**src/rtl/gauge_cfg_pkg.sv**
```systemverilog
package gauge_cfg_pkg;

	// ------------------------------------------------------------
	// Operation configuration word layout
	// ------------------------------------------------------------
	localparam int unsigned     CFG_WIDTH            = 16;
	localparam logic [15:0]     CFG_RESET            = 16'h01f8;
	localparam int unsigned     BIT_SENSE_COMP       = 15;
	localparam int unsigned     BIT_PIN_DETECT       = 13;
	localparam int unsigned     BIT_PULLUP           = 12;
	localparam int unsigned     BIT_GND_SEL          = 11;
	localparam int unsigned     BIT_SLEEP_OK         = 5;
	localparam int unsigned     BIT_RELOAD_CAP       = 4;
	localparam int unsigned     BIT_LOW_BATT_SEL     = 2;
	localparam int unsigned     BIT_POLARITY         = 1;
	localparam int unsigned     BIT_HOST_TEMP        = 0;

	// ------------------------------------------------------------
	// Values and timing
	// ------------------------------------------------------------
	localparam logic [7:0]      SOC_FULL             = 8'h64;
	localparam logic [15:0]     TEMP_DEFAULT         = 16'h0ba6;
	localparam int unsigned     CLK_MHZ              = 50;
	localparam int unsigned     PULSE_TIME_US        = 1000;
	localparam int unsigned     PULSE_CYCLES         = PULSE_TIME_US * CLK_MHZ;
	localparam int unsigned     MS_TIME_US           = 1000;
	localparam int unsigned     MS_CYCLES            = MS_TIME_US * CLK_MHZ;
	localparam int unsigned     OT_TIME_MS           = 2000;
	localparam int unsigned     PEND_WIDTH           = 3;

	// ------------------------------------------------------------
	// Battery state and alert pulse sequencer
	// ------------------------------------------------------------
	typedef enum logic [1:0] {
		BATT_RELAX     = 2'h0,
		BATT_CHARGE    = 2'h1,
		BATT_DISCHARGE = 2'h2
	} batt_state_type;

	typedef enum logic [2:0] {
		PULSE_IDLE = 3'h1,
		PULSE_HIGH = 3'h2,
		PULSE_GAP  = 3'h4
	} pulse_state_type;

endpackage

```
**src/rtl/gauge_config_alert_logic.sv**
```systemverilog
`timescale 1ns/10ps

// Function
// - High bit 7 enables sense resistor temperature compensation, default clear.
// - High bit 5 selects detect pin presence, else host subcommands only.
// - High bit 3 selects alternate converter ground, default ground when clear.
// - Low bit 5 permits sleep when conditions allow, default set.
// - Low bit 4 reloads remaining capacity from full capacity at termination.
// - Low bit 2 selects low-battery output, else charge-level pulses.
// - Low bit 1 makes the output active high, else active low.
// - Low bit 0 lets the host write temperature, else internal sensor.
// - Low-battery mode output follows the first low-charge flag with polarity.
// - First flag sets below its threshold, clears above that threshold.
// - Final flag sets below threshold, clears above separate clear threshold.
// - Each cycle with a qualifying interrupt event gives one 1 ms output pulse, up to 7 pending.
// - Pulse on charge reaching or discharge dropping below interval boundaries.
// - With a nonzero interval step, pulse on any change among charging, discharging and relaxation.
// - With pin detection, pulse once when the pin reports removal.
// - Gauge only after insertion and initialization; otherwise gauging stays stopped.
// - Host temperature starts at 25 C; gauging uses reported temperature.
// - Charge over-temperature after 2 s hot with charge current; clears at recovery.
// - Discharge over-temperature after 2 s hot with discharge current; clears at recovery.
module gauge_config_alert_logic
	import gauge_cfg_pkg::*;
#(
	parameter int unsigned PULSE_LEN = PULSE_CYCLES,
	parameter int unsigned MS_LEN    = MS_CYCLES
) (
	// Clock and reset
	input  wire logic        clk,
	input  wire logic        rst,
	// Configuration word access
	input  wire logic        cfg_wr,
	input  wire logic [15:0] cfg_wdata,
	output logic      [15:0] cfg_rdata,
	// Decoded configuration outputs
	output logic             sense_res_temp_comp_en,
	output logic             detect_pin_pullup_en,
	output logic             adc_ground_select,
	output logic             sleep_allowed,
	// Gauge measurements
	input  wire logic [7:0]  state_of_charge,
	input  wire logic [1:0]  batt_state,
	input  wire logic signed [15:0] average_current,
	input  wire logic [15:0] sensor_temp,
	// Thresholds
	input  wire logic [7:0]  first_set_thr,
	input  wire logic [7:0]  final_set_thr,
	input  wire logic [7:0]  final_clr_thr,
	input  wire logic [7:0]  interval_step,
	input  wire logic [15:0] chg_current_thr,
	input  wire logic [15:0] dsg_current_thr,
	input  wire logic [15:0] ot_chg_thr,
	input  wire logic [15:0] ot_chg_recovery,
	input  wire logic [15:0] ot_dsg_thr,
	input  wire logic [15:0] ot_dsg_recovery,
	// Host temperature write
	input  wire logic        temp_wr,
	input  wire logic [15:0] temp_wdata,
	output logic      [15:0] temperature,
	// Battery detection
	input  wire logic        battery_detect_pin,
	input  wire logic        insert_subcommand,
	input  wire logic        remove_subcommand,
	input  wire logic        init_done,
	output logic             battery_present_bit,
	output logic             gauging_active,
	// Charge termination
	input  wire logic        charge_term_valid,
	output logic             reload_capacity_strobe,
	// Flags and alert pin
	output logic             first_low_charge_flag,
	output logic             final_low_charge_flag,
	output logic             charge_overtemp_flag,
	output logic             discharge_overtemp_flag,
	output logic             alert_output_pin
);

	// ------------------------------------------------------------
	// Configuration register
	// ------------------------------------------------------------
	logic [15:0]            cfg_q;
	logic                   pin_insert_detect_en;
	logic                   low_batt_output_select;
	logic                   output_polarity;
	logic                   host_temp_write_en;
	logic                   reload_capacity_on_term;

	// Reserved bits are stored as written; keeping them right is the host's job
	always_ff @(posedge clk) begin
		if (rst) begin
			cfg_q <= CFG_RESET;
		end else if (cfg_wr) begin
			cfg_q <= cfg_wdata;
		end
	end

	// Field decode
	assign cfg_rdata               = cfg_q;
	assign sense_res_temp_comp_en  = cfg_q[BIT_SENSE_COMP];
	assign pin_insert_detect_en    = cfg_q[BIT_PIN_DETECT];
	assign detect_pin_pullup_en    = cfg_q[BIT_PULLUP];
	assign adc_ground_select       = cfg_q[BIT_GND_SEL];
	assign sleep_allowed           = cfg_q[BIT_SLEEP_OK];
	assign reload_capacity_on_term = cfg_q[BIT_RELOAD_CAP];
	assign low_batt_output_select  = cfg_q[BIT_LOW_BATT_SEL];
	assign output_polarity         = cfg_q[BIT_POLARITY];
	assign host_temp_write_en      = cfg_q[BIT_HOST_TEMP];

	// ------------------------------------------------------------
	// Capacity reload and temperature source
	// ------------------------------------------------------------
	logic [15:0]            temp_q;
	logic                   host_temp_en_q;

	always_ff @(posedge clk) begin
		if (rst) begin
			reload_capacity_strobe <= 1'b0;
		end else begin
			reload_capacity_strobe <= charge_term_valid & reload_capacity_on_term;
		end
	end

	// restart at 25 C on selection
	always_ff @(posedge clk) begin
		if (rst) begin
			temp_q         <= TEMP_DEFAULT;
			host_temp_en_q <= 1'b0;
		end else begin
			host_temp_en_q <= host_temp_write_en;
			if (!host_temp_write_en) begin
				temp_q <= sensor_temp;
			end else if (temp_wr) begin
				temp_q <= temp_wdata;
			end else if (!host_temp_en_q) begin
				temp_q <= TEMP_DEFAULT;
			end
		end
	end

	assign temperature = temp_q;

	// ------------------------------------------------------------
	// Battery detection
	// ------------------------------------------------------------
	logic                   pin_meta_q;
	logic                   pin_sync_q;
	logic                   pin_prev_q;
	logic                   host_present_q;
	logic                   removal_event;

	// Pin comes from outside, so two flops before any use
	always_ff @(posedge clk) begin
		if (rst) begin
			pin_meta_q <= 1'b1;
			pin_sync_q <= 1'b1;
			pin_prev_q <= 1'b1;
		end else begin
			pin_meta_q <= battery_detect_pin;
			pin_sync_q <= pin_meta_q;
			pin_prev_q <= pin_sync_q;
		end
	end

	// host subcommands; insert wins if both arrive together
	always_ff @(posedge clk) begin
		if (rst) begin
			host_present_q <= 1'b0;
		end else if (insert_subcommand) begin
			host_present_q <= 1'b1;
		end else if (remove_subcommand) begin
			host_present_q <= 1'b0;
		end
	end

	// low means inserted, rising edge means removal
	assign battery_present_bit = pin_insert_detect_en ? ~pin_sync_q : host_present_q;
	assign removal_event       = pin_insert_detect_en & pin_sync_q & ~pin_prev_q;

	// gauge only when present and initialized
	always_ff @(posedge clk) begin
		if (rst) begin
			gauging_active <= 1'b0;
		end else begin
			gauging_active <= battery_present_bit & init_done;
		end
	end

	// ------------------------------------------------------------
	// Low-charge flags
	// ------------------------------------------------------------
	// first flag hysteresis-free
	always_ff @(posedge clk) begin
		if (rst) begin
			first_low_charge_flag <= 1'b0;
		end else if (state_of_charge < first_set_thr) begin
			first_low_charge_flag <= 1'b1;
		end else if (state_of_charge > first_set_thr) begin
			first_low_charge_flag <= 1'b0;
		end
	end

	// final flag with separate clear level
	always_ff @(posedge clk) begin
		if (rst) begin
			final_low_charge_flag <= 1'b0;
		end else if (state_of_charge < final_set_thr) begin
			final_low_charge_flag <= 1'b1;
		end else if (final_low_charge_flag && state_of_charge > final_clr_thr) begin
			final_low_charge_flag <= 1'b0;
		end
	end

	// ------------------------------------------------------------
	// Over-temperature flags, timed on a millisecond enable
	// ------------------------------------------------------------
	logic [15:0]            ms_cnt_q;
	logic                   ms_tick;
	logic [1:0]             hot_cond;
	logic [1:0][15:0]       hot_recovery;
	logic [1:0]             hot_flag;

	// Millisecond divider
	always_ff @(posedge clk) begin
		if (rst || ms_cnt_q == 16'(MS_LEN - 1)) begin
			ms_cnt_q <= 16'h0000;
		end else begin
			ms_cnt_q <= ms_cnt_q + 16'h0001;
		end
	end

	assign ms_tick      = (ms_cnt_q == 16'(MS_LEN - 1));
	assign hot_cond[0]  = (batt_state == BATT_CHARGE) && (temp_q >= ot_chg_thr) &&
		(average_current > $signed({1'b0, chg_current_thr[14:0]}));
	assign hot_cond[1]  = (batt_state == BATT_DISCHARGE) && (temp_q >= ot_dsg_thr) &&
		(average_current <= -$signed({1'b0, dsg_current_thr[14:0]}));
	assign hot_recovery = {ot_dsg_recovery, ot_chg_recovery};

	// one timer per leg
	// Any break of the condition restarts the hold time from zero
	for (genvar i = 0; i < 2; i++) begin : g_hot
		logic [11:0] hold_ms_q;
		logic        flag_q;

		always_ff @(posedge clk) begin
			if (rst || !hot_cond[i]) begin
				hold_ms_q <= 12'h000;
			end else if (ms_tick && hold_ms_q != 12'(OT_TIME_MS)) begin
				hold_ms_q <= hold_ms_q + 12'h001;
			end
		end

		// Set wins over recovery in the same cycle
		always_ff @(posedge clk) begin
			if (rst) begin
				flag_q <= 1'b0;
			end else if (hot_cond[i] && hold_ms_q == 12'(OT_TIME_MS)) begin
				flag_q <= 1'b1;
			end else if (temp_q <= hot_recovery[i]) begin
				flag_q <= 1'b0;
			end
		end

		assign hot_flag[i] = flag_q;
	end

	assign charge_overtemp_flag    = hot_flag[0];
	assign discharge_overtemp_flag = hot_flag[1];

	// ------------------------------------------------------------
	// Interrupt event detection
	// ------------------------------------------------------------
	logic [7:0]             level_d;
	logic [7:0]             level_q;
	logic [1:0]             state_prev_q;
	logic                   step_on;
	logic                   interval_event;
	logic                   state_event;
	logic                   any_event;

	// Level counts boundaries strictly above SOC; a divider is cheaper here
	// than a table because the step is programmable
	assign step_on = (interval_step != 8'h00);
	always_comb begin
		if (step_on && state_of_charge <= SOC_FULL) begin
			level_d = 8'((9'(SOC_FULL - state_of_charge) + 9'(interval_step) - 9'h001) / 9'(interval_step));
		end else begin
			level_d = 8'h00;
		end
	end

	assign interval_event = step_on && (
		((batt_state == BATT_CHARGE) && (level_d < level_q)) ||
		((batt_state == BATT_DISCHARGE) && (level_d > level_q)));
	assign state_event    = step_on && (batt_state != state_prev_q);
	assign any_event      = interval_event | state_event | removal_event;

	always_ff @(posedge clk) begin
		if (rst) begin
			level_q      <= 8'h00;
			state_prev_q <= BATT_RELAX;
		end else begin
			level_q      <= level_d;
			state_prev_q <= batt_state;
		end
	end

	// ------------------------------------------------------------
	// Pulse sequencer
	// ------------------------------------------------------------
	pulse_state_type        pstate_q;
	logic [15:0]            pcnt_q;
	logic [2:0]             pend_q;
	logic                   pcnt_done;
	logic                   pulse_take;

	assign pcnt_done  = (pcnt_q == 16'(PULSE_LEN - 1));
	assign pulse_take = (pstate_q == PULSE_IDLE) && (pend_q != 3'h0);

	// Events queue up to 7 pending and further ones are dropped; an arrival and a take in the same cycle leave the count unchanged
	always_ff @(posedge clk) begin
		if (rst || low_batt_output_select) begin
			pend_q <= 3'h0;
		end else if (any_event && !pulse_take) begin
			pend_q <= (pend_q == 3'h7) ? pend_q : pend_q + 3'h1;
		end else if (!any_event && pulse_take) begin
			pend_q <= pend_q - 3'h1;
		end
	end

	// one full 1 ms pulse, then an equal gap so pulses stay apart
	always_ff @(posedge clk) begin
		if (rst || low_batt_output_select) begin
			pstate_q <= PULSE_IDLE;
			pcnt_q   <= 16'h0000;
		end else begin
			case (pstate_q)
				PULSE_IDLE: begin
					pcnt_q <= 16'h0000;
					if (pulse_take) begin
						pstate_q <= PULSE_HIGH;
					end
				end
				PULSE_HIGH: begin
					pcnt_q <= pcnt_done ? 16'h0000 : pcnt_q + 16'h0001;
					if (pcnt_done) begin
						pstate_q <= PULSE_GAP;
					end
				end
				PULSE_GAP: begin
					pcnt_q <= pcnt_done ? 16'h0000 : pcnt_q + 16'h0001;
					if (pcnt_done) begin
						pstate_q <= PULSE_IDLE;
					end
				end
				default: begin
					pstate_q <= PULSE_IDLE;
					pcnt_q   <= 16'h0000;
				end
			endcase
		end
	end

	// ------------------------------------------------------------
	// Alert pin
	// ------------------------------------------------------------
	logic                   alert_active;

	// low-battery mode mirrors the first flag
	assign alert_active = low_batt_output_select ? first_low_charge_flag : (pstate_q == PULSE_HIGH);

	always_ff @(posedge clk) begin
		if (rst) begin
			alert_output_pin <= 1'b1;
		end else begin
			alert_output_pin <= output_polarity ? alert_active : ~alert_active;
		end
	end

endmodule

```
**config.mk**
```make
export PLATFORM = sky130hd
export DESIGN_NAME = gauge_config_alert_logic
export DESIGN_NICKNAME = d
export VERILOG_FILES = /design/src/rtl/gauge_cfg_pkg.sv /design/src/rtl/gauge_config_alert_logic.sv
export SDC_FILE = /design/constraint.sdc
export NUM_CORES = 1
export LEC_CHECK = 0
export ABC_CLOCK_PERIOD_IN_PS = 27100
export BUFFER_PORTS_ARGS = -buffer_cell sky130_fd_sc_hd__buf_2
export CORE_ASPECT_RATIO = 0.7
export CORE_UTILIZATION = 45
export DETAILED_ROUTE_END_ITERATION = 8
export GPL_TIMING_DRIVEN = 0
export MAX_ROUTING_LAYER = met4
export PLACE_DENSITY = 0.67
export SYNTH_ARGS = -nofsm -noshare
export SYNTH_HDL_FRONTEND = slang
export SYNTH_SLANG_ARGS = --single-unit
```
**constraint.sdc**
```tcl
create_clock -name clk -period 27.1 [get_ports clk]
set_input_delay 2.71 -clock clk [delete_from_list [all_inputs] [get_ports clk]]
set_output_delay 2.71 -clock clk [all_outputs]
set_load 0.02 [all_outputs]
```
Word-level counts from Yosys, hierarchy flattened
Index checks and enable logic that the tools add are counted.
- register bits after elaboration: 116
- input port bits: 211
- output and inout port bits: 44
- word-level logic and storage cells: 136
- add/subtract/negate cells: 10
- divide/modulo/power cells: 1
- order comparisons: 13
- equal/unequal tests: 18
- mux-type cells: 24
- bitwise gates (word level): 10
- reductions and logical operators: 38
- operators by type and width (operator ; count):
    less-or-equal comparator 16 bit ; 3
    two-way mux 16 bit ; 3
    adder 16 x 1 -> 16 bit, second input constant ; 2
    == test 16 bit, second input constant ; 2
    greater-or-equal comparator 16 bit ; 2
    adder 12 x 1 -> 12 bit, second input constant ; 2
    == test 12 x 11 -> 1 bit, second input constant ; 2
    greater-than comparator 8 bit ; 3
    < comparator 8 bit ; 3
    != test 12 x 11 -> 1 bit, second input constant ; 2
    two-way mux 3 bit ; 6
    logical AND 1 bit ; 17
    greater-than comparator 16 bit ; 1
    negation 15 -> 16 bit ; 1
    two-way mux 1 bit ; 13
    nonzero test 2 bit ; 6
    adder 9 x 8 -> 9 bit ; 1
    divider 9 x 8 -> 9 bit ; 1
    case mux 3 bit (3 select lines) ; 1
    subtractor 7 x 8 -> 9 bit, first input constant ; 1
    subtractor 9 x 1 -> 9 bit, second input constant ; 1
    less-or-equal comparator 8 x 7 -> 1 bit, second input constant ; 1
    two-way mux 8 bit ; 1
    != test 2 bit, second input constant ; 4
    20 further kinds ; 35

Logic depth before layout (Yosys ltp)
- depth in word-level cells: 15
- mapped depth: 82
- depth with buffers taken out: 77

Worst setup path after synthesis
No wires, ideal clock.
- path kind: input to register
- start: input interval_step[2]
- end: register pend_q[2]
- setup time: 115 ps
- arrival time: 17520 ps
- required time: 26985 ps
- setup slack: 9465 ps
- stages: 75
- buffers on the path: 4
- cells stage by stage: inv_1 > ha_1 > inv_1 > ha_1 > a211oi_1 > o21ai_1 > a31oi_1 > xor2_1 > ha_1 > o21ai_0 > o31a_1 > nor2_1 > ha_1 > o21a_1 > o211ai_4 > or3_1 > nand2_1 > ha_1 > [... 39 more ...] > nor4_1 > a211oi_1 > o21ai_0 > a21oi_1 > o22ai_1 > o21bai_1 > ha_1 > nor2b_1 > o211ai_1 > a21oi_1 > o31a_1 > o32ai_1 > nand2_1 > fa_1 > nor3_1 > o31a_1 > a211oi_1 > a2111oi_0
- longest elaborated chain between the ends: 14
- elaborated cells on any way between the ends: 22
- those cells by class: 2 x add/sub; 1 x div; 2 x order compare; 1 x eq/ne; 2 x mux; 2 x bitwise; 12 x reduce/logical
- RTL lines (element ; RTL line ; text):
    from (decl) ; gauge_config_alert_logic.sv:50 ; input wire logic [7:0] interval_step,
    adder 9 x 8 -> 9 bit ; gauge_config_alert_logic.sv:286 ; level_d = 8'((9'(SOC_FULL - state_of_charge) + 9'(interval_step) - 9'h001) / 9'(interval_step));
    subtractor 9 x 1 -> 9 bit ; gauge_config_alert_logic.sv:286 ;
    divider 9 x 8 -> 9 bit ; gauge_config_alert_logic.sv:286 ;
    two-way mux 8 bit ; gauge_config_alert_logic.sv:285 ; if (step_on && state_of_charge <= SOC_FULL) begin
    < comparator 8 bit / greater-than comparator 8 bit (equally long branches) ; gauge_config_alert_logic.sv:293, gauge_config_alert_logic.sv:294 ;
    logical AND 1 bit (on tied branches) ; gauge_config_alert_logic.sv:293, gauge_config_alert_logic.sv:294 ;
    logical OR 1 bit ; gauge_config_alert_logic.sv:293 ; ((batt_state == BATT_CHARGE) && (level_d < level_q)) ||
    logical AND 1 bit ; gauge_config_alert_logic.sv:292 ; assign interval_event = step_on && (
    bitwise OR 1 bit (*) (2 in a row) ; gauge_config_alert_logic.sv:296 ; assign any_event = interval_event | state_event | removal_event;
    logical NOT 1 bit ; gauge_config_alert_logic.sv:326 ; end else if (!any_event && pulse_take) begin
    logical AND 1 bit ; gauge_config_alert_logic.sv:326 ;
    nonzero test 2 bit (no line) ; n/a ;
    AND reduction 2 bit (no line) ; n/a ;
    to (signal assigned) ; gauge_config_alert_logic.sv:325 ; pend_q <= (pend_q == 3'h7) ? pend_q : pend_q + 3'h1;
    to (signal assigned) ; gauge_config_alert_logic.sv:327 ; pend_q <= pend_q - 3'h1;
    to (decl) ; gauge_config_alert_logic.sv:313 ; logic [2:0] pend_q;
Mark *: on every way between the ends. The rest lies on a longest branch, timed or not.
A chain may end at the register's enable or synchronous reset.

Worst setup path in the final report
Same ends and word-level chain as after synthesis.

==> impl_metrics.json <==
{
  "clkTransAtPathRegs_ps": 60,
  "finalNetCount": 2063,
  "cts_setup_buffers": 0,
  "synthSimpleGateAreaFrac_pct": 22.5,
  "multi_input_area_mm2": 0.00788,
  "clockBufferDepth": 2,
  "r2r-end": "pend_q[2]",
  "start_util_pct": 46.1,
  "port_buffers": 252,
  "power.leakage_nw": 6.34,
  "ys.flop_type": "dfxtp_1",
  "max_cap_viol_count": 0,
  "grt_max_degree": 17,
  "clk_latency_ps": 410,
  "p_switching_uw": 311,
  "min_path_cells": 1,
  "status": "completed",
  "cts_hold_buffers": 0,
  "cp_max_fo": 10,
  "ys_warn_count": 0,
  "crit_path_start_kind": "input port",
  "synth_top_family_by_area": "simple AND/OR/NAND/NOR gates",
  "fin_crit_sh_pct": 76.1,
  "ys_ff_latch": 116,
  "syn_nets": 1792,
  "final_cell_mix": "buf_2 (254), ha_1 (193), inv_1 (155)",
  "seq_area_mm2": 0.00232,
  "drive_gt1_share_pct": 19.1,
  "cts_root_buf": "clkbuf_16",
  "layout_commonest_cell": "buf_2",
  "setup_violations": 0,
  "p_int_uw": 470,
  "ys_seq_area_share_pct": 21.2,
  "dieArea_mm2": 0.0250,
  "reg2reg_slack_ps": 23690,
  "cts_resized": 0,
  "swShare_pct": 39.8,
  "placed_area_mm2": 0.0126,
  "setup.worst_path.end_class": "flip-flop",
  "hold_viol": 0,
  "grt_pass1_wl_um": 49200,
  "antenna_found_initial": 1,
  "max_slew_margin_pct": 49.4,
  "hpwl_um": 25400,
  "critPathKind": "in -> reg",
  "synth-edff-count": 0,
  "slowest_stage": "o32ai_1",
  "fin_crit_ps": 20620,
  "async_flop_share_pct": 0,
  "drt_iter0_drc": 723,
  "fin_area_mm2": 0.0132,
  "cp_common_cell": "ha_1",
  "clock_power_share_pct": 26.7,
  "ant_nets": 0,
  "power_density_mw_per_mm2": 59.4,
  "tightest_slew_ps": 759,
  "p_comb_share_pct": 48.8,
  "areaGrowthSynthToFinish_pct": 20.2,
  "numCtsBuffers": 17,
  "r2r-start": "level_q[1]",
  "cp.required_ps": 27380,
  "pin_count": 255,
  "die_h_um": 132,
  "arrival_ps": 20900,
  "ir_drop_mv": 0.0348,
  "first_pass_iters": 5,
  "grt_util_all_layers_pct": 25.1,
  "avgRoutedWirePerCell_um": 15.4,
  "synth_fa_ha_area_share_pct": 22.4,
  "rsz0062_at_grt": "false",
  "gp_congestion": 0.960,
  "holdPathEnd": "pin_sync_q",
  "cts.sink_count": 116,
  "grt_pass1_vias": 9915,
  "totalWireLength_um": 30700,
  "max_freq_mhz": 48.5,
  "vias": 10776,
  "final_max_slew_viol_count": 0,
  "final.setup_skew_ps": 9.35,
  "via_per_inst": 5.42,
  "synth-compound-area-share_pct": 18.2,
  "muxShareOfSynthArea_pct": 2.55,
  "slowest_delay_ps": 560,
  "num_rows": 47,
  "grt-ovfl-total": 0,
  "min_path_type": "reg -> reg",
  "die_x_um": 188,
  "worstHoldStart": "pin_meta_q",
  "syn_inst": 1386,
  "cts_tree": "done",
  "syn_area_per_cell_um2": 7.90,
  "reg2reg_depth": 13,
  "tns_ps": 0,
  "synth_cell_types": 78,
  "coreArea_mm2": 0.0238,
  "synthXorXnorAreaFrac_pct": 6.32,
  "fillers": 2246,
  "drc": 0,
  "seq_power_share_pct": 24.5,
  "htreeDepth": 4,
  "syn-cell-area_mm2": 0.0109
}
logic make-up (layout without fill, tap and decap cells):
group,Yosys count,after routing
XOR/XNOR,79,79
adder cells (fa/ha/maj),195,195
AO/OA/AOI/OAI,287,287
multiplexers,27,27
buffers and inverters,189,473
AND/OR/NAND/NOR,493,493
flip-flops,116,116
other,0,1
worst max-delay path, delay by kind of cell:
kind,cells,cell delay [ps]
XOR/XNOR,1,170
AO/OA/AOI/OAI,41,9140
multiplexers,1,400
buffers and inverters,8,2200
AND/OR/NAND/NOR,14,2310
adder cells (fa/ha/maj),13,3950
metal layers:
layer	part of all wire [%]	GRT usage [%]	vias up
li1	-	-	5458
met1	52	37.1	4934
met2	40	35.4	362
met3	7.1	4.56	22
met4	0.76	3.94	0
met5	0	-	-
sequential cells by signal (all words and copies together) (netlist names):
register                 flops
g_hot.hold_ms_q             24
cfg_rdata                   16
ms_cnt_q                    16
pcnt_q                      16
temperature                 16
level_q                      8
pend_q                       3
pstate_q                     3
state_prev_q                 2
alert_output_pin             1
charge_overtemp_flag         1
discharge_overtemp_flag      1
final_low_charge_flag        1
first_low_charge_flag        1
gauging_active               1
host_present_q               1
host_temp_en_q               1
pin_meta_q                   1
pin_prev_q                   1
pin_sync_q                   1
reload_capacity_strobe       1
worst max-delay path by stage:
stage / start / endpoint / slack (ps) / cells after the start
after floorplan: interval_step[2] / pend_q[2] / 9470 / 75
after global placement: interval_step[2] / pend_q[2] / 6530 / 77
after detailed placement: interval_step[2] / pend_q[2] / 6430 / 77
after CTS: interval_step[2] / pend_q[2] / 6760 / 78
after global routing: interval_step[2] / pend_q[2] / 4870 / 78
final: interval_step[2] / pend_q[2] / 6480 / 78
cell usage after synthesis, types with 3 or more instances:
cell type	number	area share, %
a2111oi_0	3	0.24
a211o_1	17	1.4
a211oi_1	14	0.96
a21boi_0	5	0.34
a21o_1	28	1.9
a21oi_1	55	2.5
a31oi_1	7	0.40
and3_1	12	0.69
buf_1	3	0.10
buf_4	5	0.34
clkbuf_1	23	0.79
dfxtp_1	116	21
ha_1	193	22
inv_1	155	5.3
mux2_2	7	0.72
mux2i_1	20	1.8
nand2_1	99	3.4
nand2b_1	13	0.74
nand3_1	31	1.4
nand3b_1	4	0.27
nand4_1	27	1.5
nor2_1	135	4.6
nor2b_1	41	2.3
nor3_1	67	3.1
nor3b_1	6	0.41
nor4_1	11	0.63
nor4bb_1	3	0.27
o211a_1	3	0.27
o211ai_1	18	1.2
o21a_1	26	1.8
o21ai_0	60	2.7
o21ai_1	7	0.32
o21bai_1	6	0.41
o31a_1	4	0.32
o31ai_1	3	0.21
o32ai_1	5	0.40
or2_2	8	0.46
or3_1	12	0.69
or4_1	6	0.41
or4_4	3	0.31
xnor2_1	41	3.3
xor2_1	38	3.0
metrics by stage:
stage | utilization, % | worst slack (ps) | total power, mW | hold slack (ps) | instances
2_1_floorplan | - | 9470 | 0.470 | 389 | 1386
3_3_place_gp | 53.0 | 6530 | 0.560 | 393 | 1956
3_5_place_dp | 53.0 | 6430 | 0.567 | 398 | 1956
4_1_cts | 55.4 | 6760 | 0.780 | 408 | 1988
5_1_grt | 55.4 | 4870 | 0.842 | 436 | 1989
6_report | 55.4 | 6480 | 0.781 | 408 | 1989
power by group through the flow:
stage	Combinational [mW]	Sequential (mW)	Clock [mW]
after detailed placement	0.373	0.194	0
after global placement	0.366	0.194	0
final	0.381	0.191	0.209
after CTS	0.376	0.191	0.213
after global routing	0.429	0.192	0.221
after floorplan	0.275	0.195	0
layout make-up:
class	instances	area share, %
flip-flops and latches	116	17.6
clock buffers	20	3.39
repair buffers	252	9.58
multi-input cells	1081	59.9
plain buffers	34	1.19
diodes	1	0.0190
well taps	318	3.02
clock inverters	12	0.818
inverters	155	4.42
No activity file was read; power rests on OpenSTA's default activity.
